[src/hw/hbis_pkg.sv]
// Package of constants for the hub interrupt and strap pin block
package hbis_pkg;

    // ********************************************************
    // Clock and timing
    // ********************************************************
    localparam int unsigned CLK_HZ          = 50_000_000;
    localparam int unsigned CLK_PERIOD_NS   = 1_000_000_000 / CLK_HZ;
    // Init stage lasts at least this long after reset release
    localparam int unsigned INIT_TIME_NS    = 200;
    localparam int unsigned INIT_CYCLES     = (INIT_TIME_NS + CLK_PERIOD_NS - 1) / CLK_PERIOD_NS;
    localparam int unsigned INIT_CNT_W      = 4;

    // ********************************************************
    // Wishbone register map (byte addresses)
    // ********************************************************
    localparam int unsigned WB_AW           = 8;
    localparam logic [7:0]  REG_CTRL        = 8'h00;
    localparam logic [7:0]  REG_IRQ_STATUS  = 8'h04;
    localparam logic [7:0]  REG_IRQ_MASK    = 8'h08;
    localparam logic [7:0]  REG_ADDR_A      = 8'h0C;
    localparam logic [7:0]  REG_ADDR_B      = 8'h10;
    localparam logic [7:0]  REG_HUB_STATE   = 8'h14;

    // ********************************************************
    // Fields and reset values
    // ********************************************************
    localparam int unsigned EVT_W           = 8;
    localparam int unsigned SADDR_W         = 7;
    localparam int unsigned CTRL_SUSP_SEL   = 0;
    localparam logic        CTRL_RST        = 1'b0;
    localparam logic [7:0]  IRQ_MASK_RST    = 8'h00;
    // Default slave addresses, arbitrary plain values
    localparam logic [6:0]  ADDR_A_RST      = 7'h10;
    localparam logic [6:0]  ADDR_B_RST      = 7'h20;
    // HUB_STATE layout
    localparam int unsigned HS_ADDR_LSB     = 0;
    localparam int unsigned HS_ASEL_LSB     = 8;
    localparam int unsigned HS_REF_LSB      = 10;
    localparam int unsigned HS_STATE_LSB    = 12;
    localparam int unsigned HS_KHZ_LSB      = 16;

    // ********************************************************
    // Reference clock select decode, in kHz
    // ********************************************************
    localparam int unsigned KHZ_W           = 16;
    localparam logic [1:0]  REF_SEL_38M4    = 2'h0;
    localparam logic [1:0]  REF_SEL_26M0    = 2'h1;
    localparam logic [1:0]  REF_SEL_19M2    = 2'h2;
    localparam logic [1:0]  REF_SEL_12M0    = 2'h3;
    localparam logic [15:0] KHZ_38M4        = 16'h9600;
    localparam logic [15:0] KHZ_26M0        = 16'h6590;
    localparam logic [15:0] KHZ_19M2        = 16'h4B00;
    localparam logic [15:0] KHZ_12M0        = 16'h2EE0;

    // ********************************************************
    // Hub power-up stages
    // ********************************************************
    typedef enum logic [2:0] {
        HBIS_STANDBY = 3'b001,
        HBIS_INIT    = 3'b010,
        HBIS_RUN     = 3'b100
    } hbis_stage_e;

    function automatic logic [15:0] hbis_ref_khz(input logic [1:0] code);
        logic [15:0] khz;
        khz = KHZ_12M0;
        unique case (code)
            REF_SEL_38M4: khz = KHZ_38M4;
            REF_SEL_26M0: khz = KHZ_26M0;
            REF_SEL_19M2: khz = KHZ_19M2;
            REF_SEL_12M0: khz = KHZ_12M0;
        endcase
        return khz;
    endfunction : hbis_ref_khz

endpackage : hbis_pkg

[src/hw/hbis_top.sv]
// Hub interrupt pin, strap latching and standby reset with Wishbone registers
//
// Functional notes
// - Mode bit picks general or suspend interrupt
// - General mode: enabled status update pulls low
// - Clearing status register releases line high
// - Suspend mode: low when unconfigured or suspended
// - Suspend mode: high only configured and active
// - Upper strap picks stored slave address register
// - Lower strap gives slave address LSB
// - Reference straps latched in init, frequency derived
// - Active-low reset pin holds standby
// - Codes 00/01/10/11 mean 38.4/26/19.2/12 MHz
//
// Added by the designer: the register addresses and the Wishbone interface to the registers.
`timescale 1ns/1ps
module hbis_top
    import hbis_pkg::*;
(
    input  wire logic                      clk_i,
    input  wire logic                      rst_i,
    // Wishbone classic slave
    input  wire logic                      wb_cyc_i,
    input  wire logic                      wb_stb_i,
    input  wire logic                      wb_we_i,
    input  wire logic [hbis_pkg::WB_AW-1:0] wb_adr_i,
    input  wire logic [3:0]                wb_sel_i,
    input  wire logic [31:0]               wb_dat_i,
    output logic      [31:0]               wb_dat_o,
    output logic                           wb_ack_o,
    // Device pins
    input  wire logic                      reset_n_i,
    input  wire logic [1:0]                slave_addr_strap_i,
    input  wire logic [1:0]                ref_sel_strap_i,
    input  wire logic                      int_n_in_i,
    output logic                           int_n_out_o,
    output logic                           int_n_oe_o,
    // Hub core side, same clock
    input  wire logic [hbis_pkg::EVT_W-1:0] status_update_i,
    input  wire logic                      hub_configured_i,
    input  wire logic                      hub_suspended_i,
    output logic [hbis_pkg::SADDR_W-1:0]   slave_addr_o,
    output logic [hbis_pkg::KHZ_W-1:0]     ref_khz_o,
    output logic                           standby_o,
    output logic                           irq_o
);

    // ********************************************************
    // Pin synchronisers
    // ********************************************************
    logic       reset_n_s;
    logic [1:0] asel_s;
    logic [1:0] rsel_s;

    // Sync reset for the reset pin itself, so it can be sampled
    // even while the rest of the block is held
    hbis_sync #(.W(1)) u_sync_rst (
        .clk_i   (clk_i),
        .rst_i   (rst_i),
        .async_i (reset_n_i),
        .sync_o  (reset_n_s)
    );

    hbis_sync #(.W(4)) u_sync_straps (
        .clk_i   (clk_i),
        .rst_i   (rst_i),
        .async_i ({slave_addr_strap_i, ref_sel_strap_i}),
        .sync_o  ({asel_s, rsel_s})
    );

    // The line level is only informational for a driver-side block
    logic       int_line_unused;
    assign int_line_unused = int_n_in_i;

    // Core reset: bus reset or reset pin in standby
    logic core_rst;
    assign core_rst = rst_i | ~reset_n_s;

    // ********************************************************
    // Hub stage sequencing
    // ********************************************************
    hbis_stage_e               stage_q;
    hbis_stage_e               stage_d;
    logic [INIT_CNT_W-1:0]     init_cnt_q;
    logic                      init_done;
    logic                      in_run;
    logic [1:0]                asel_q;
    logic [1:0]                rsel_q;

    assign init_done = (init_cnt_q == INIT_CNT_W'(INIT_CYCLES - 1));
    assign in_run    = (stage_q == HBIS_RUN);

    always_comb
    begin
        stage_d = stage_q;
        unique case (stage_q)
            HBIS_STANDBY: stage_d = HBIS_INIT;
            HBIS_INIT:    stage_d = init_done ? HBIS_RUN : HBIS_INIT;
            HBIS_RUN:     stage_d = HBIS_RUN;
            default:      stage_d = HBIS_STANDBY;
        endcase
    end

    always_ff @(posedge clk_i)
    begin
        if (core_rst)
        begin
            stage_q    <= HBIS_STANDBY;
            init_cnt_q <= '0;
        end
        else
        begin
            stage_q    <= stage_d;
            init_cnt_q <= (stage_q == HBIS_INIT && !init_done) ? init_cnt_q + 1'b1 : init_cnt_q;
        end
    end

    // Straps caught at the end of init and frozen afterwards;
    // the synchronisers have filled by then
    always_ff @(posedge clk_i)
    begin
        if (core_rst)
        begin
            asel_q <= 2'h0;
            rsel_q <= 2'h0;
        end
        else if (stage_q == HBIS_INIT && init_done)
        begin
            asel_q <= asel_s;
            rsel_q <= rsel_s;
        end
    end

    // ********************************************************
    // Wishbone decode
    // ********************************************************
    logic        wb_req;
    logic        wb_wr;
    logic        wb_rd;
    logic        hit_ctrl;
    logic        hit_stat;
    logic        hit_mask;
    logic        hit_adra;
    logic        hit_adrb;
    logic        hit_hub;

    assign wb_req   = wb_cyc_i & wb_stb_i & ~wb_ack_o;
    assign wb_wr    = wb_req & wb_we_i;
    assign wb_rd    = wb_req & ~wb_we_i;
    assign hit_ctrl = (wb_adr_i == REG_CTRL);
    assign hit_stat = (wb_adr_i == REG_IRQ_STATUS);
    assign hit_mask = (wb_adr_i == REG_IRQ_MASK);
    assign hit_adra = (wb_adr_i == REG_ADDR_A);
    assign hit_adrb = (wb_adr_i == REG_ADDR_B);
    assign hit_hub  = (wb_adr_i == REG_HUB_STATE);

    // ********************************************************
    // Registers
    // ********************************************************
    logic                 susp_sel_q;
    logic [EVT_W-1:0]     status_q;
    logic [EVT_W-1:0]     status_d;
    logic [EVT_W-1:0]     mask_q;
    logic [SADDR_W-1:0]   addr_a_q;
    logic [SADDR_W-1:0]   addr_b_q;
    logic [EVT_W-1:0]     status_clr;
    logic [31:0]          hub_state;
    logic [31:0]          rd_mux;

    // Read clears all bits; a write of ones clears those bits.
    // A fresh event in the same cycle survives the clear.
    assign status_clr = (wb_rd && hit_stat) ? {EVT_W{1'b1}} :
                        (wb_wr && hit_stat && wb_sel_i[0]) ? wb_dat_i[EVT_W-1:0] : '0;
    assign status_d   = (status_q & ~status_clr) | status_update_i;

    always_ff @(posedge clk_i)
    begin
        if (core_rst)
            status_q <= '0;
        else
            status_q <= status_d;
    end

    always_ff @(posedge clk_i)
    begin
        if (core_rst)
        begin
            susp_sel_q <= CTRL_RST;
            mask_q     <= IRQ_MASK_RST;
            addr_a_q   <= ADDR_A_RST;
            addr_b_q   <= ADDR_B_RST;
        end
        else if (wb_wr && wb_sel_i[0])
        begin
            if (hit_ctrl)
                susp_sel_q <= wb_dat_i[CTRL_SUSP_SEL];
            if (hit_mask)
                mask_q <= wb_dat_i[EVT_W-1:0];
            if (hit_adra)
                addr_a_q <= wb_dat_i[SADDR_W-1:0];
            if (hit_adrb)
                addr_b_q <= wb_dat_i[SADDR_W-1:0];
        end
    end

    assign hub_state = {ref_khz_o, 1'b0, stage_q, rsel_q, asel_q, 1'b0, slave_addr_o};

    assign rd_mux = hit_ctrl ? {31'h0, susp_sel_q} :
                    hit_stat ? {24'h0, status_q} :
                    hit_mask ? {24'h0, mask_q} :
                    hit_adra ? {25'h0, addr_a_q} :
                    hit_adrb ? {25'h0, addr_b_q} :
                    hit_hub  ? hub_state : 32'h0;

    // One wait state: ack the cycle after the request is seen,
    // unmapped addresses answer with zero data
    always_ff @(posedge clk_i)
    begin
        if (rst_i)
        begin
            wb_ack_o <= 1'b0;
            wb_dat_o <= 32'h0;
        end
        else
        begin
            wb_ack_o <= wb_req;
            wb_dat_o <= wb_rd ? rd_mux : 32'h0;
        end
    end

    // ********************************************************
    // Derived outputs
    // ********************************************************
    logic [SADDR_W-1:0] addr_pick;
    logic               pending;
    logic               hub_active;
    logic               int_low_d;

    assign addr_pick  = {(asel_q[1] ? addr_b_q[SADDR_W-1:1] : addr_a_q[SADDR_W-1:1]), asel_q[0]};
    assign pending    = |(status_q & mask_q);
    assign hub_active = hub_configured_i & ~hub_suspended_i;
    assign int_low_d  = susp_sel_q ? ~hub_active : pending;

    always_ff @(posedge clk_i)
    begin
        if (core_rst)
        begin
            int_n_oe_o   <= 1'b0;
            int_n_out_o  <= 1'b0;
            irq_o        <= 1'b0;
            slave_addr_o <= '0;
            ref_khz_o    <= '0;
        end
        else
        begin
            int_n_oe_o   <= int_low_d;
            int_n_out_o  <= 1'b0;
            irq_o        <= pending;
            slave_addr_o <= in_run ? addr_pick : '0;
            ref_khz_o    <= in_run ? hbis_ref_khz(rsel_q) : '0;
        end
    end

    // Standby flag follows the pin and is reset by rst_i alone, so it tracks while the pin holds core reset
    always_ff @(posedge clk_i)
    begin
        if (rst_i)
            standby_o <= 1'b1;
        else
            standby_o <= ~reset_n_s;
    end

    // Init length counted apart from the stage counter, so a broken counter shows
    logic [INIT_CNT_W-1:0] init_seen_q;

    always_ff @(posedge clk_i)
    begin
        if (core_rst || stage_q != HBIS_INIT)
            init_seen_q <= '0;
        else
            init_seen_q <= init_seen_q + 1'b1;
    end
endmodule : hbis_top

[src/hw/hbis_sync.sv]
// Two-flop synchroniser for pin inputs
`timescale 1ns/1ps
module hbis_sync #(
    parameter int unsigned W = 1
) (
    input  wire logic         clk_i,
    input  wire logic         rst_i,
    input  wire logic [W-1:0] async_i,
    output logic      [W-1:0] sync_o
);
    logic [W-1:0] meta_q;

    // First stage feeds only the second stage
    always_ff @(posedge clk_i)
    begin
        if (rst_i)
        begin
            meta_q <= '0;
            sync_o <= '0;
        end
        else
        begin
            meta_q <= async_i;
            sync_o <= meta_q;
        end
    end
endmodule : hbis_sync

[config.mk]
export PLATFORM = sky130hd
export DESIGN_NAME = hbis_top
export DESIGN_NICKNAME = d
export VERILOG_FILES = /design/src/hw/hbis_pkg.sv /design/src/hw/hbis_top.sv /design/src/hw/hbis_sync.sv
export SDC_FILE = /design/constraint.sdc
export NUM_CORES = 1
export LEC_CHECK = 0
export ABC_AREA = 1
export BUFFER_PORTS_ARGS = -buffer_cell sky130_fd_sc_hd__buf_2
export CORE_ASPECT_RATIO = 1.75
export CORE_MARGIN = 3
export CORE_UTILIZATION = 54
export DETAILED_ROUTE_END_ITERATION = 8
export GPL_TIMING_DRIVEN = 0
export PLACE_DENSITY_LB_ADDON = 0.15
export SETUP_SLACK_MARGIN = 0.2
export SLEW_MARGIN = 20
export SYNTH_ARGS = -nofsm -noshare
export SYNTH_HDL_FRONTEND = slang
export SYNTH_HIERARCHICAL = 1
export SYNTH_SLANG_ARGS = --single-unit
export TNS_END_PERCENT = 30
[constraint.sdc]
create_clock -name clk_i -period 3.45 [get_ports clk_i]
set_clock_uncertainty 0.05 [all_clocks]
set_input_delay 0.5175 -clock clk_i [delete_from_list [all_inputs] [get_ports clk_i]]
set_output_delay 0.5175 -clock clk_i [all_outputs]
set_load 0.01 [all_outputs]
; ---- Word-level counts from Yosys, hierarchy flattened
; Index checks and enable logic that the tools add are counted.
[classes]
n_eq_ne = 12
addsub = 1
n_reduce_logical = 19
bitwise_logic = 18
n_mux = 13
[ops]
columns = operator, count
row1 = 16-bit one-hot mux with 4 select lines, 1
row2 = 8-bit 2-to-1 mux, 6
row3 = 8-bit bitwise AND, 2
row4 = "8-bit by 4-bit == test with 1-bit output, second input constant", 2
row5 = "8-bit by 5-bit == test with 1-bit output, second input constant", 2
row6 = 8-bit OR reduction, 2
row7 = 3-bit one-hot mux with 3 select lines, 1
row8 = "8-bit by 3-bit == test with 1-bit output, second input constant", 1
row9 = 8-bit logical NOT, 1
row10 = 1-bit NOT, 8
row11 = 8-bit NOT, 1
row12 = 8-bit bitwise OR, 1
row13 = 2-bit AND reduction, 4
row14 = 7-bit 2-to-1 mux, 1
row15 = 7-bit OR reduction, 1
row16 = 1-bit logical AND, 6
row17 = 6-bit 2-to-1 mux, 1
row18 = 1-bit bitwise AND, 5
row19 = "4-bit by 1-bit adder with 4-bit output, second input constant", 1
row20 = "2-bit == test, second input constant", 2
row21 = "4-bit == test, second input constant", 1
row22 = 2-bit OR reduction, 2
row23 = "3-bit by 1-bit == test with 1-bit output, second input constant", 1
row24 = "3-bit by 2-bit == test with 1-bit output, second input constant", 1
row25 = 8 further kinds, 9
[word_totals]
register_bits = 111
out_inout_bits = 60
input_bits = 65
word_cells = 86

; ---- Longest topological paths before layout
; Gate-level depths: netlist (run 1).
[depth]
word_depth = 10
depth_mapped = 10
mapped_depth_nobuf = 9

; ---- Hierarchy
; Netlist (run 1), hierarchy kept.
[modules_own_cells]
columns = mod, area_each_um2, seq_area_each_um2, cells_each, n_inst
row1 = hbis_top, 3523.4, 1681.6, 452, 1
row2 = hbis_sync (u_sync_straps), 231.5, 160.2, 25, 1
row3 = hbis_sync (u_sync_rst), 55.1, 40.0, 6, 1

; ---- Least setup slack after synthesis (run 1)
; Ideal clock, no wire load.
[synth_timing]
path_kind = input to register
from = in wb_adr_i[5] in the netlist's numbering
to = reg addr_a_q[1]
t_required_ns = 3.281
arrival_ns = 1.394
path_buffers = 1
slack_ns = 1.887
cell_stages = 9
setup_ns = 0.119
cell_sequence = inv_1 > nand2_1 > nor2_2 > nand2_2 > nor2_4 > inv_2 > buf_6 > o21ai_0 > a21oi_1
[synth_via]
elab_chain_len = 2
[synth_rtl]
columns = item, line_no
row1 = "start, declared", hbis_top.sv:26  ; input wire logic [hbis_pkg::WB_AW-1:0] wb_adr_i,
row2 = 8-bit by 4-bit == test with 1-bit output, hbis_top.sv:153  ; assign hit_adra = (wb_adr_i == REG_ADDR_A);
row3 = 2-bit AND reduction (no source line), n/a
row4 = "end signal, assigned", hbis_top.sv:200  ; addr_a_q <= wb_dat_i[SADDR_W-1:0];
row5 = "end, declared", hbis_top.sv:164  ; logic [SADDR_W-1:0] addr_a_q;
; No other way between the ends.
; A chain may end at the register's enable or synchronous reset.

; ---- Worst setup path after layout (run 1)
[layout_timing]
from = reg wb_ack_o
to = reg wb_dat_o[10]
[layout_via]
elab_chain_len = 5
[layout_rtl]
columns = item, line_no
row1 = "start, declared", hbis_top.sv:30  ; output logic wb_ack_o,
row2 = "start signal, assigned", hbis_top.sv:226  ; wb_ack_o <= wb_req;
row3 = 1-bit NOT, hbis_top.sv:147  ; assign wb_req = wb_cyc_i & wb_stb_i & ~wb_ack_o;
row4 = 1-bit bitwise AND, hbis_top.sv:147
row5 = 1-bit bitwise AND, hbis_top.sv:149  ; assign wb_rd = wb_req & ~wb_we_i;
row6 = 1-bit NOT (no source line), n/a
row7 = 8-bit OR reduction (no source line), n/a
row8 = "end signal, assigned", hbis_top.sv:227  ; wb_dat_o <= wb_rd ? rd_mux : 32'h0;
row9 = "end, declared", hbis_top.sv:29  ; output logic [31:0] wb_dat_o,
; No other way between the ends.

==> results by group, run 1 <==
Synthesis
  • Post-synth EDFFs: 0
  • Count leader, synth: dfxtp_1
  • Async S/R FF share, synth: 0%
  • Synth top area cells: dfxtp_1 49%, nor2_1 8.7%, inv_1 7.2%
  • Synth top cells by count: 94 x dfxtp_1, 88 x nor2_1, 73 x inv_1, 42 x o21ai_0, 39 x nand2_1
  • Netlist cell types: 27
  • Leading area contributor after synthesis: dfxtp_1
  • FF+latch count, synth: 94
  • Top_reg_cell synth: dfxtp_1
  • Mean area per synthesized cell: 7.89 µm²
  • Yosys warns: 6
  • Sequential fraction of the synthesis area: 49.4%
  • Synthesized cell area: 3810 µm²
  • Mapped Cells: 483
  • Top-area cell type share of the netlist area: 49.4%

Placed design
  • Post-Place Cells: 660
  • RePlAce Congestion: 0.867
  • DP Wirelength: 6640 µm
  • Dpl ws: 1.41 ns
  • IO Port Bufs: 86

Clock tree
  • CTS tree: yes
  • Worst-skew pair later-pin latency: 0.34 ns
  • CTS hold repair buffers: 0
  • Resized Gates After CTS: 0
  • Total CTS buffers: 9
  • Clock Pin Slew Worst Setup and Hold Paths: 0.06 ns
  • CTS H-tree depth: 3
  • Post-CTS Setup Repair Bufs: 0
  • Root Buffer: clkbuf_16
  • Clk buf depth: 2
  • Clk sinks: 94

Job
  • Max-Cap Viols: 0

STA
  • RSZ-0062 raised after global routing: no
  • Final worst-path setup slack: 1.76 ns
  • Tcrit/Tclk final: 49.1%
  • Final max-slew violation count: 0
  • Final setup viols: 0
  • Final critical-path required period: 1.69 ns
  • TNS Setup: 0 ns
  • Max Freq: 590 MHz
  • Slew HR: 64.8%
  • Worst-Margin Slew: 0.528 ns
  • Final Hold Fails: 0

Global route
  • GR Util All Layers: 22.4%
  • First-pass GRT wire length: 14,100 µm
  • Largest net degree at the start of global routing: 15
  • Number of global-route vias before repair: 3,192
  • Remaining Overflow, GRT: 0
  • Initial antenna violation count: 0

Setup path
  • CP arrival: 1.92 ns
  • Critical Path Fanout Max: 10
  • CP max stage cell: dfxtp_1
  • Worst Path Buf+Inv: 2
  • Crit-path cells: nor2_2 > inv_1 > nor2_4 > nand2_1 > nor2_4 > nand2_4 > buf_6 > nor2_1
  • Setup CP Type: reg2reg
  • Most frequent CP cell: nor2_4
  • CP max stage delay: 0.31 ns
  • Cell family with most CP delay: simple AND/OR/NAND/NOR gates
  • Crit path capture type: flip-flop
  • Critical Path RT: 3.67 ns
  • R2R setup slack: 1.76 ns
  • CP startpoint kind: flip-flop

Power and ir drop
  • Lkg Pwr: 0.00212 µW
  • Pwr dens: 496 nW/µm²
  • Peak VDD IR: 0.000450 V

Floorplanning
  • Row Count: 39
  • Starting density of the core: 57.0%
  • I/O pins: 125
  • Core area: 6690 µm²
  • Die Y: 117 µm
  • Die area: 8140 µm²
  • Die width: 69.5 µm

Layout
  • Layout cell share with drive strength beyond 1: 25.0%
  • Antenna diode count: 0
  • Fill count: 556
  • Layout Nets: 662
  • Final core occ: 70.7%
  • Area Growth Syn to Fin: 24.1%
  • Post-Layout Cell Count: 675

Drt
  • Routed WL per cell: 12.8 µm
  • Via count: 3,331
  • Vias per inst: 4.93
  • Final WL: 8640 µm
  • DR pass1 iterations: 4
  • DR DRC count: 0
  • Antenna viol nets, final: 0
  • 1st-iter DRT viols: 183

Status
  • Outcome: finished, final reports clean

Worst hold path
  • Hold Path Class: in2reg
## per-stage QoR
stage,total power [µW],hold WS (ns),area [µm²]
3_3_place_gp,1200,0.339,4380
5_1_grt,2420,0.323,4730
6_report,2340,0.330,4730
4_1_cts,2360,0.325,4730
3_5_place_dp,1200,0.346,4380
2_1_floorplan,1170,0.338,3840
## path summary, 6_finish.rpt
check | endpoint | cells after the start | startpoint
hold / removal | u_sync_rst/meta_q | 3 | reset_n_i
hold reg to reg | u_sync_rst/sync_o | 2 | u_sync_rst/meta_q
setup reg to reg | wb_dat_o[10] | 8 | wb_ack_o
setup / recovery | wb_dat_o[10] | 8 | wb_ack_o
## cell usage in the layout (no fill, tap or decap), types with 8 or more instances in the layout
cell type,synthesis,layout
a21oi_1,37,37
buf_2,1,87
nand2_1,39,39
clkbuf_16,0,9
ha_1,8,8
nand3_1,29,29
nor2_1,88,88
o21ai_0,42,42
dfxtp_1,94,94
buf_4,19,19
inv_1,73,73
conb_1,1,10
## cell families after synthesis
family	share of synthesized area (%)
AO/OA/AOI/OAI	12.7
adder cells (fa/ha/maj)	2.63
buffers and inverters	13.7
flip-flops	49.4
other	0.0984
AND/OR/NAND/NOR	21.5
## metal layers
metal	global-route usage [%]	share of wire [%]
met5	0	0
met2	42.1	54
met4	11.0	2.7
met3	6.75	6.6
met1	22.2	37
## power breakdown
group	switching (µW)	internal (µW)
Clock	385	777
Combinational	50.0	35.1
Sequential	3.33	1090
## final cells by class
cell class / count / area [µm²] / share of cell area (%)
multi-input cells: 289 / 1440 / 30.5
clock buffers: 11 / 233 / 4.92
clock inverters: 4 / 120 / 2.54
flip-flops and latches: 94 / 1880 / 39.8
inverters: 78 / 294 / 6.22
well taps: 82 / 103 / 2.17
plain buffers: 31 / 226 / 4.79
repair buffers: 86 / 430 / 9.10
## worst reg2reg max path: cells and delay by family (launching register included)
| kind | cells | cell delay [ns] |
|---|---|---|
| buffers and inverters | 2 | 0.28 |
| and+or+nand+nor | 6 | 0.97 |
| DFF | 1 | 0.31 |
## state kept, by name, indices dropped and copies added (netlist names)
| signal | flops |
|---|---|
| wb_dat_o | 23 |
| mask_q | 8 |
| ref_khz_o | 8 |
| status_q | 8 |
| addr_a_q | 7 |
| addr_b_q | 7 |
| slave_addr_o | 7 |
| init_cnt_q | 4 |
| u_sync_straps/meta_q | 4 |
| u_sync_straps/sync_o | 4 |
| stage_q | 3 |
| asel_q | 2 |
| rsel_q | 2 |
| int_n_oe_o | 1 |
| irq_o | 1 |
| standby_o | 1 |
| susp_sel_q | 1 |
| u_sync_rst/meta_q | 1 |
| u_sync_rst/sync_o | 1 |
| wb_ack_o | 1 |
(Power assumes the default switching activity.)
==> inputs of run 2 (changes only) <==
--- a/config.mk
+++ b/config.mk
@@ -9,7 +9,7 @@
 export BUFFER_PORTS_ARGS = -buffer_cell sky130_fd_sc_hd__buf_2
 export CORE_ASPECT_RATIO = 1.75
 export CORE_MARGIN = 3
-export CORE_UTILIZATION = 54
+export CORE_UTILIZATION = 50
 export DETAILED_ROUTE_END_ITERATION = 8
 export GPL_TIMING_DRIVEN = 0
 export PLACE_DENSITY_LB_ADDON = 0.15
==> constraint.sdc (replaced) <==
create_clock -name clk_i -period 1.8 [get_ports clk_i]
set_clock_uncertainty 0.05 [all_clocks]
set_input_delay 0.27 -clock clk_i [delete_from_list [all_inputs] [get_ports clk_i]]
set_output_delay 0.27 -clock clk_i [all_outputs]
set_load 0.01 [all_outputs]
==> run 2 against run 1 <==
Effect of this change: largest power group is now sequential cells; first-iteration DRC count down 23%; hold slack worse by 0.26 ns; flip-flop and latch count unchanged; highest routed layer unchanged; via count down 0.30%; setup slack worse by 1.5 ns; largest cell class unchanged; global-route usage down 1.7 points; total power up 72%; critical endpoint is now wb_dat_o[12]; sequential share of layout area up 0.19 points; sequential power up 91%; critical path depth unchanged; routed wire length down 1.1%; register-to-register slack worse by 1.5 ns.
==> results by group, run 2 (synthesis gave the netlist of run 1 again) <==
Placed design
  • Cell Area, Placed: 4380 µm² (+0.11%)
  • RePlAce Congestion: 0.845 (-2.5%)
  • Dpl ws: -0.00290 ns (-1.41 ns)
  • DP Wirelength: 6680 µm (+0.57%)
  • IO Port Bufs: 86 (unchanged)

STA
  • Final Hold Fails: 0 (unchanged)
  • Tcrit/Tclk final: 85.7% (+37 points)
  • TNS Setup: 0 ns (unchanged)
  • Final max-slew violation count: 0 (unchanged)
  • Final setup viols: 0 (unchanged)
  • Final worst-path setup slack: 0.257 ns (-1.50 ns)
  • Final critical-path required period: 1.54 ns (-0.151 ns)
  • Slew HR: 66.2% (+1.4 points)
  • Max Freq: 648 MHz (+9.8%)
  • RSZ-0062 raised after global routing: yes
  • Worst-Margin Slew: 0.506 ns (-0.0216 ns)

Power and ir drop
  • NetSw: 899 µW (+110%)
  • Switching part of the total power: 22.2% (+3.5 points)
  • Combinational share of power: 4.2% (+0.6 points)
  • Total Power: 4040 µW (+72%)
  • Sequential power share: 52.0% (+5.2 points)
  • Int Pwr: 3140 µW (+65%)
  • Lkg Pwr: 0.00210 µW (-1.0%)
  • Peak VDD IR: 0.000649 V (+44%)
  • Pwr dens: 859 nW/µm² (+73%)
  • Clock power share: 43.8% (-5.8 points)

Setup path
  • Worst r2r dst: wb_dat_o[12]
  • Setup CP Type: reg2reg
  • Crit path capture type: flip-flop
  • CP arrival: 1.77 ns (-0.15 ns)
  • Worst r2r path cells: 8 (unchanged)
  • Critical Path Fanout Max: 10 (unchanged)
  • R2R setup slack: 0.26 ns (-1.50 ns)
  • FF-to-FF Start: wb_ack_o
  • CP startpoint kind: flip-flop
  • Critical Path RT: 2.03 ns (-1.64 ns)

Global route
  • Largest net degree at the start of global routing: 16 (+1)
  • First-pass GRT wire length: 14,100 µm (about the same)
  • GR Util All Layers: 20.7% (-1.7 points)
  • Number of global-route vias before repair: 3,189 (-0.094%)
  • Remaining Overflow, GRT: 0 (unchanged)
  • Initial antenna violation count: 0 (unchanged)

Drt
  • Antenna viol nets, final: 0 (unchanged)
  • Detail Route met3 WL: 497 µm (-13%)
  • DR DRC count: 0 (unchanged)
  • Via count: 3,321 (-0.30%)
  • Top Metal Used: met4
  • Final WL: 8540 µm (-1.1%)
  • M1 wire length: 3330 µm (+4.1%)
  • DR pass1 iterations: 5 (+1)
  • 1st-iter DRT viols: 140 (-23%)
  • Vias per inst: 4.87 (-1.3%)
  • Routed WL per cell: 12.5 µm (-2.2%)
  • Met2 WL: 4380 µm (-5.5%)

Layout
  • Antenna diode count: 0 (unchanged)
  • Commonest non-fill, non-tap cell in the layout: dfxtp_1
  • Final Instance Area: 4710 µm² (-0.48%)
  • Layout cell share with drive strength beyond 1: 26.7% (+1.7 points)
  • Layout Nets: 664 (+0.30%)
  • Number of flip-flops in the largest register: 23 (unchanged)
  • Final core occ: 64.6% (-6.1 points)
  • Fill count: 671 (+21%)
  • Most frequent cells in the layout: 94 x dfxtp_1, 87 x nor2_1, 87 x buf_2, 72 x inv_1, 41 x o21ai_0
  • Area Growth Syn to Fin: 23.5%
  • Biggest register: wb_dat_o

Clock tree
  • Clk sinks: 94 (unchanged)
  • CTS tree: yes
  • Clock Pin Slew Worst Setup and Hold Paths: 0.07 ns (about the same)
  • Clk buf depth: 2 (unchanged)
  • Total CTS buffers: 9 (unchanged)
  • CTS H-tree depth: 3 (unchanged)
  • Worst-skew pair later-pin latency: 0.34 ns (about the same)
  • Root Buffer: clkbuf_16

Floorplanning
  • Row Count: 41 (+5.1%)
  • Die area: 8740 µm² (+7.4%)
  • Die width: 72.0 µm (+3.6%)
  • Die Y: 121 µm (+3.7%)
  • Starting density of the core: 52.3% (-4.7 points)
  • I/O pins: 125 (unchanged)
  • Core area: 7280 µm² (+9.0%)

Worst hold path
  • HP Start: ref_sel_strap_i[0]
  • Hold Path Class: in2reg
  • Hold Crit Endpoint: u_sync_straps/meta_q[0]
  • Worst Hold Path Cells: 3 (unchanged)

Status
  • Outcome: finished, final reports clean

Job
  • Max-Cap Viols: 0 (unchanged)
-- run 2: cell count changes in the layout (fill, tap and decap cells not counted), moves of 2 or more --
cell,previous run,this run
bufinv_16,4,0
clkbuf_1,7,4
clkinv_2,1,3
clkinvlp_4,0,2
nand2_1,39,36
nand2_2,2,5
-- run 2: worst max-delay path by stage --
stage / start / endpoint / slack [ns]
2_1_floorplan: wb_ack_o / mask_q[1] / 0.48
3_3_place_gp: wb_cyc_i / wb_dat_o[12] / 0.02
3_5_place_dp: wb_cyc_i / wb_dat_o[12] / -0.003
4_1_cts: wb_ack_o / mask_q[7] / 0.21
5_1_grt: wb_ack_o / wb_dat_o[12] / 0.18
6_report: wb_ack_o / wb_dat_o[12] / 0.26
-- run 2: area by class of cell --
| cell class | instances | area (µm²) | share of cell area (%) |
|---|---|---|---|
| multi-input cells | 289 | 1460 | 31.0 |
| clock buffers | 11 | 243 | 5.16 |
| repair buffers | 88 | 458 | 9.73 |
| plain buffers | 31 | 228 | 4.84 |
| clock inverters | 5 | 33.8 | 0.718 |
| flip-flops and latches | 94 | 1880 | 40.0 |
| well taps | 86 | 108 | 2.29 |
| inverters | 78 | 294 | 6.25 |
-- run 2: what timing repair did --
action,4_1_cts,5_1_grt
pin swaps,2,0
buffers inserted,1,1
resized for setup,2,9
setup endpoints to repair,28,57
hold buffers,0,0
-- run 2: per-stage QoR --
stage               hold slack [ns]  cells
floorplan                     0.289    492
global placement              0.341    664
detailed placement            0.346    664
CTS                          0.0729    681
global route                 0.0913    682
finish                       0.0712    682
-- run 2: worst max-delay path, cell delays in order, from the launching register on --
cell and delay [ns]:
dfxtp_1 0.34, nor2_4 0.11, inv_1 0.08, nor2_4 0.13, nand2_2 0.10, nor2_4 0.27
nand2_4 0.12, buf_6 0.17, nor2_1 0.09
-- run 2: routing by layer --
| metal | global-route usage [%] | vias up |
|---|---|---|
| li1 | - | 1705 |
| met1 | 22.0 | 1491 |
| met2 | 37.0 | 102 |
| met3 | 4.31 | 23 |
| met4 | 11.3 | 0 |
| met5 | 0 | - |
-- run 2: power groups by stage --
| stage | clock, µW | sequential, µW | combinational (µW) |
|---|---|---|---|
| after floorplan | 0 | 2150 | 89.5 |
| final | 1770 | 2100 | 170 |
| after CTS | 1780 | 2100 | 168 |
| after global placement | 0 | 2150 | 157 |
| after detailed placement | 0 | 2150 | 161 |
| after global routing | 1850 | 2100 | 191 |
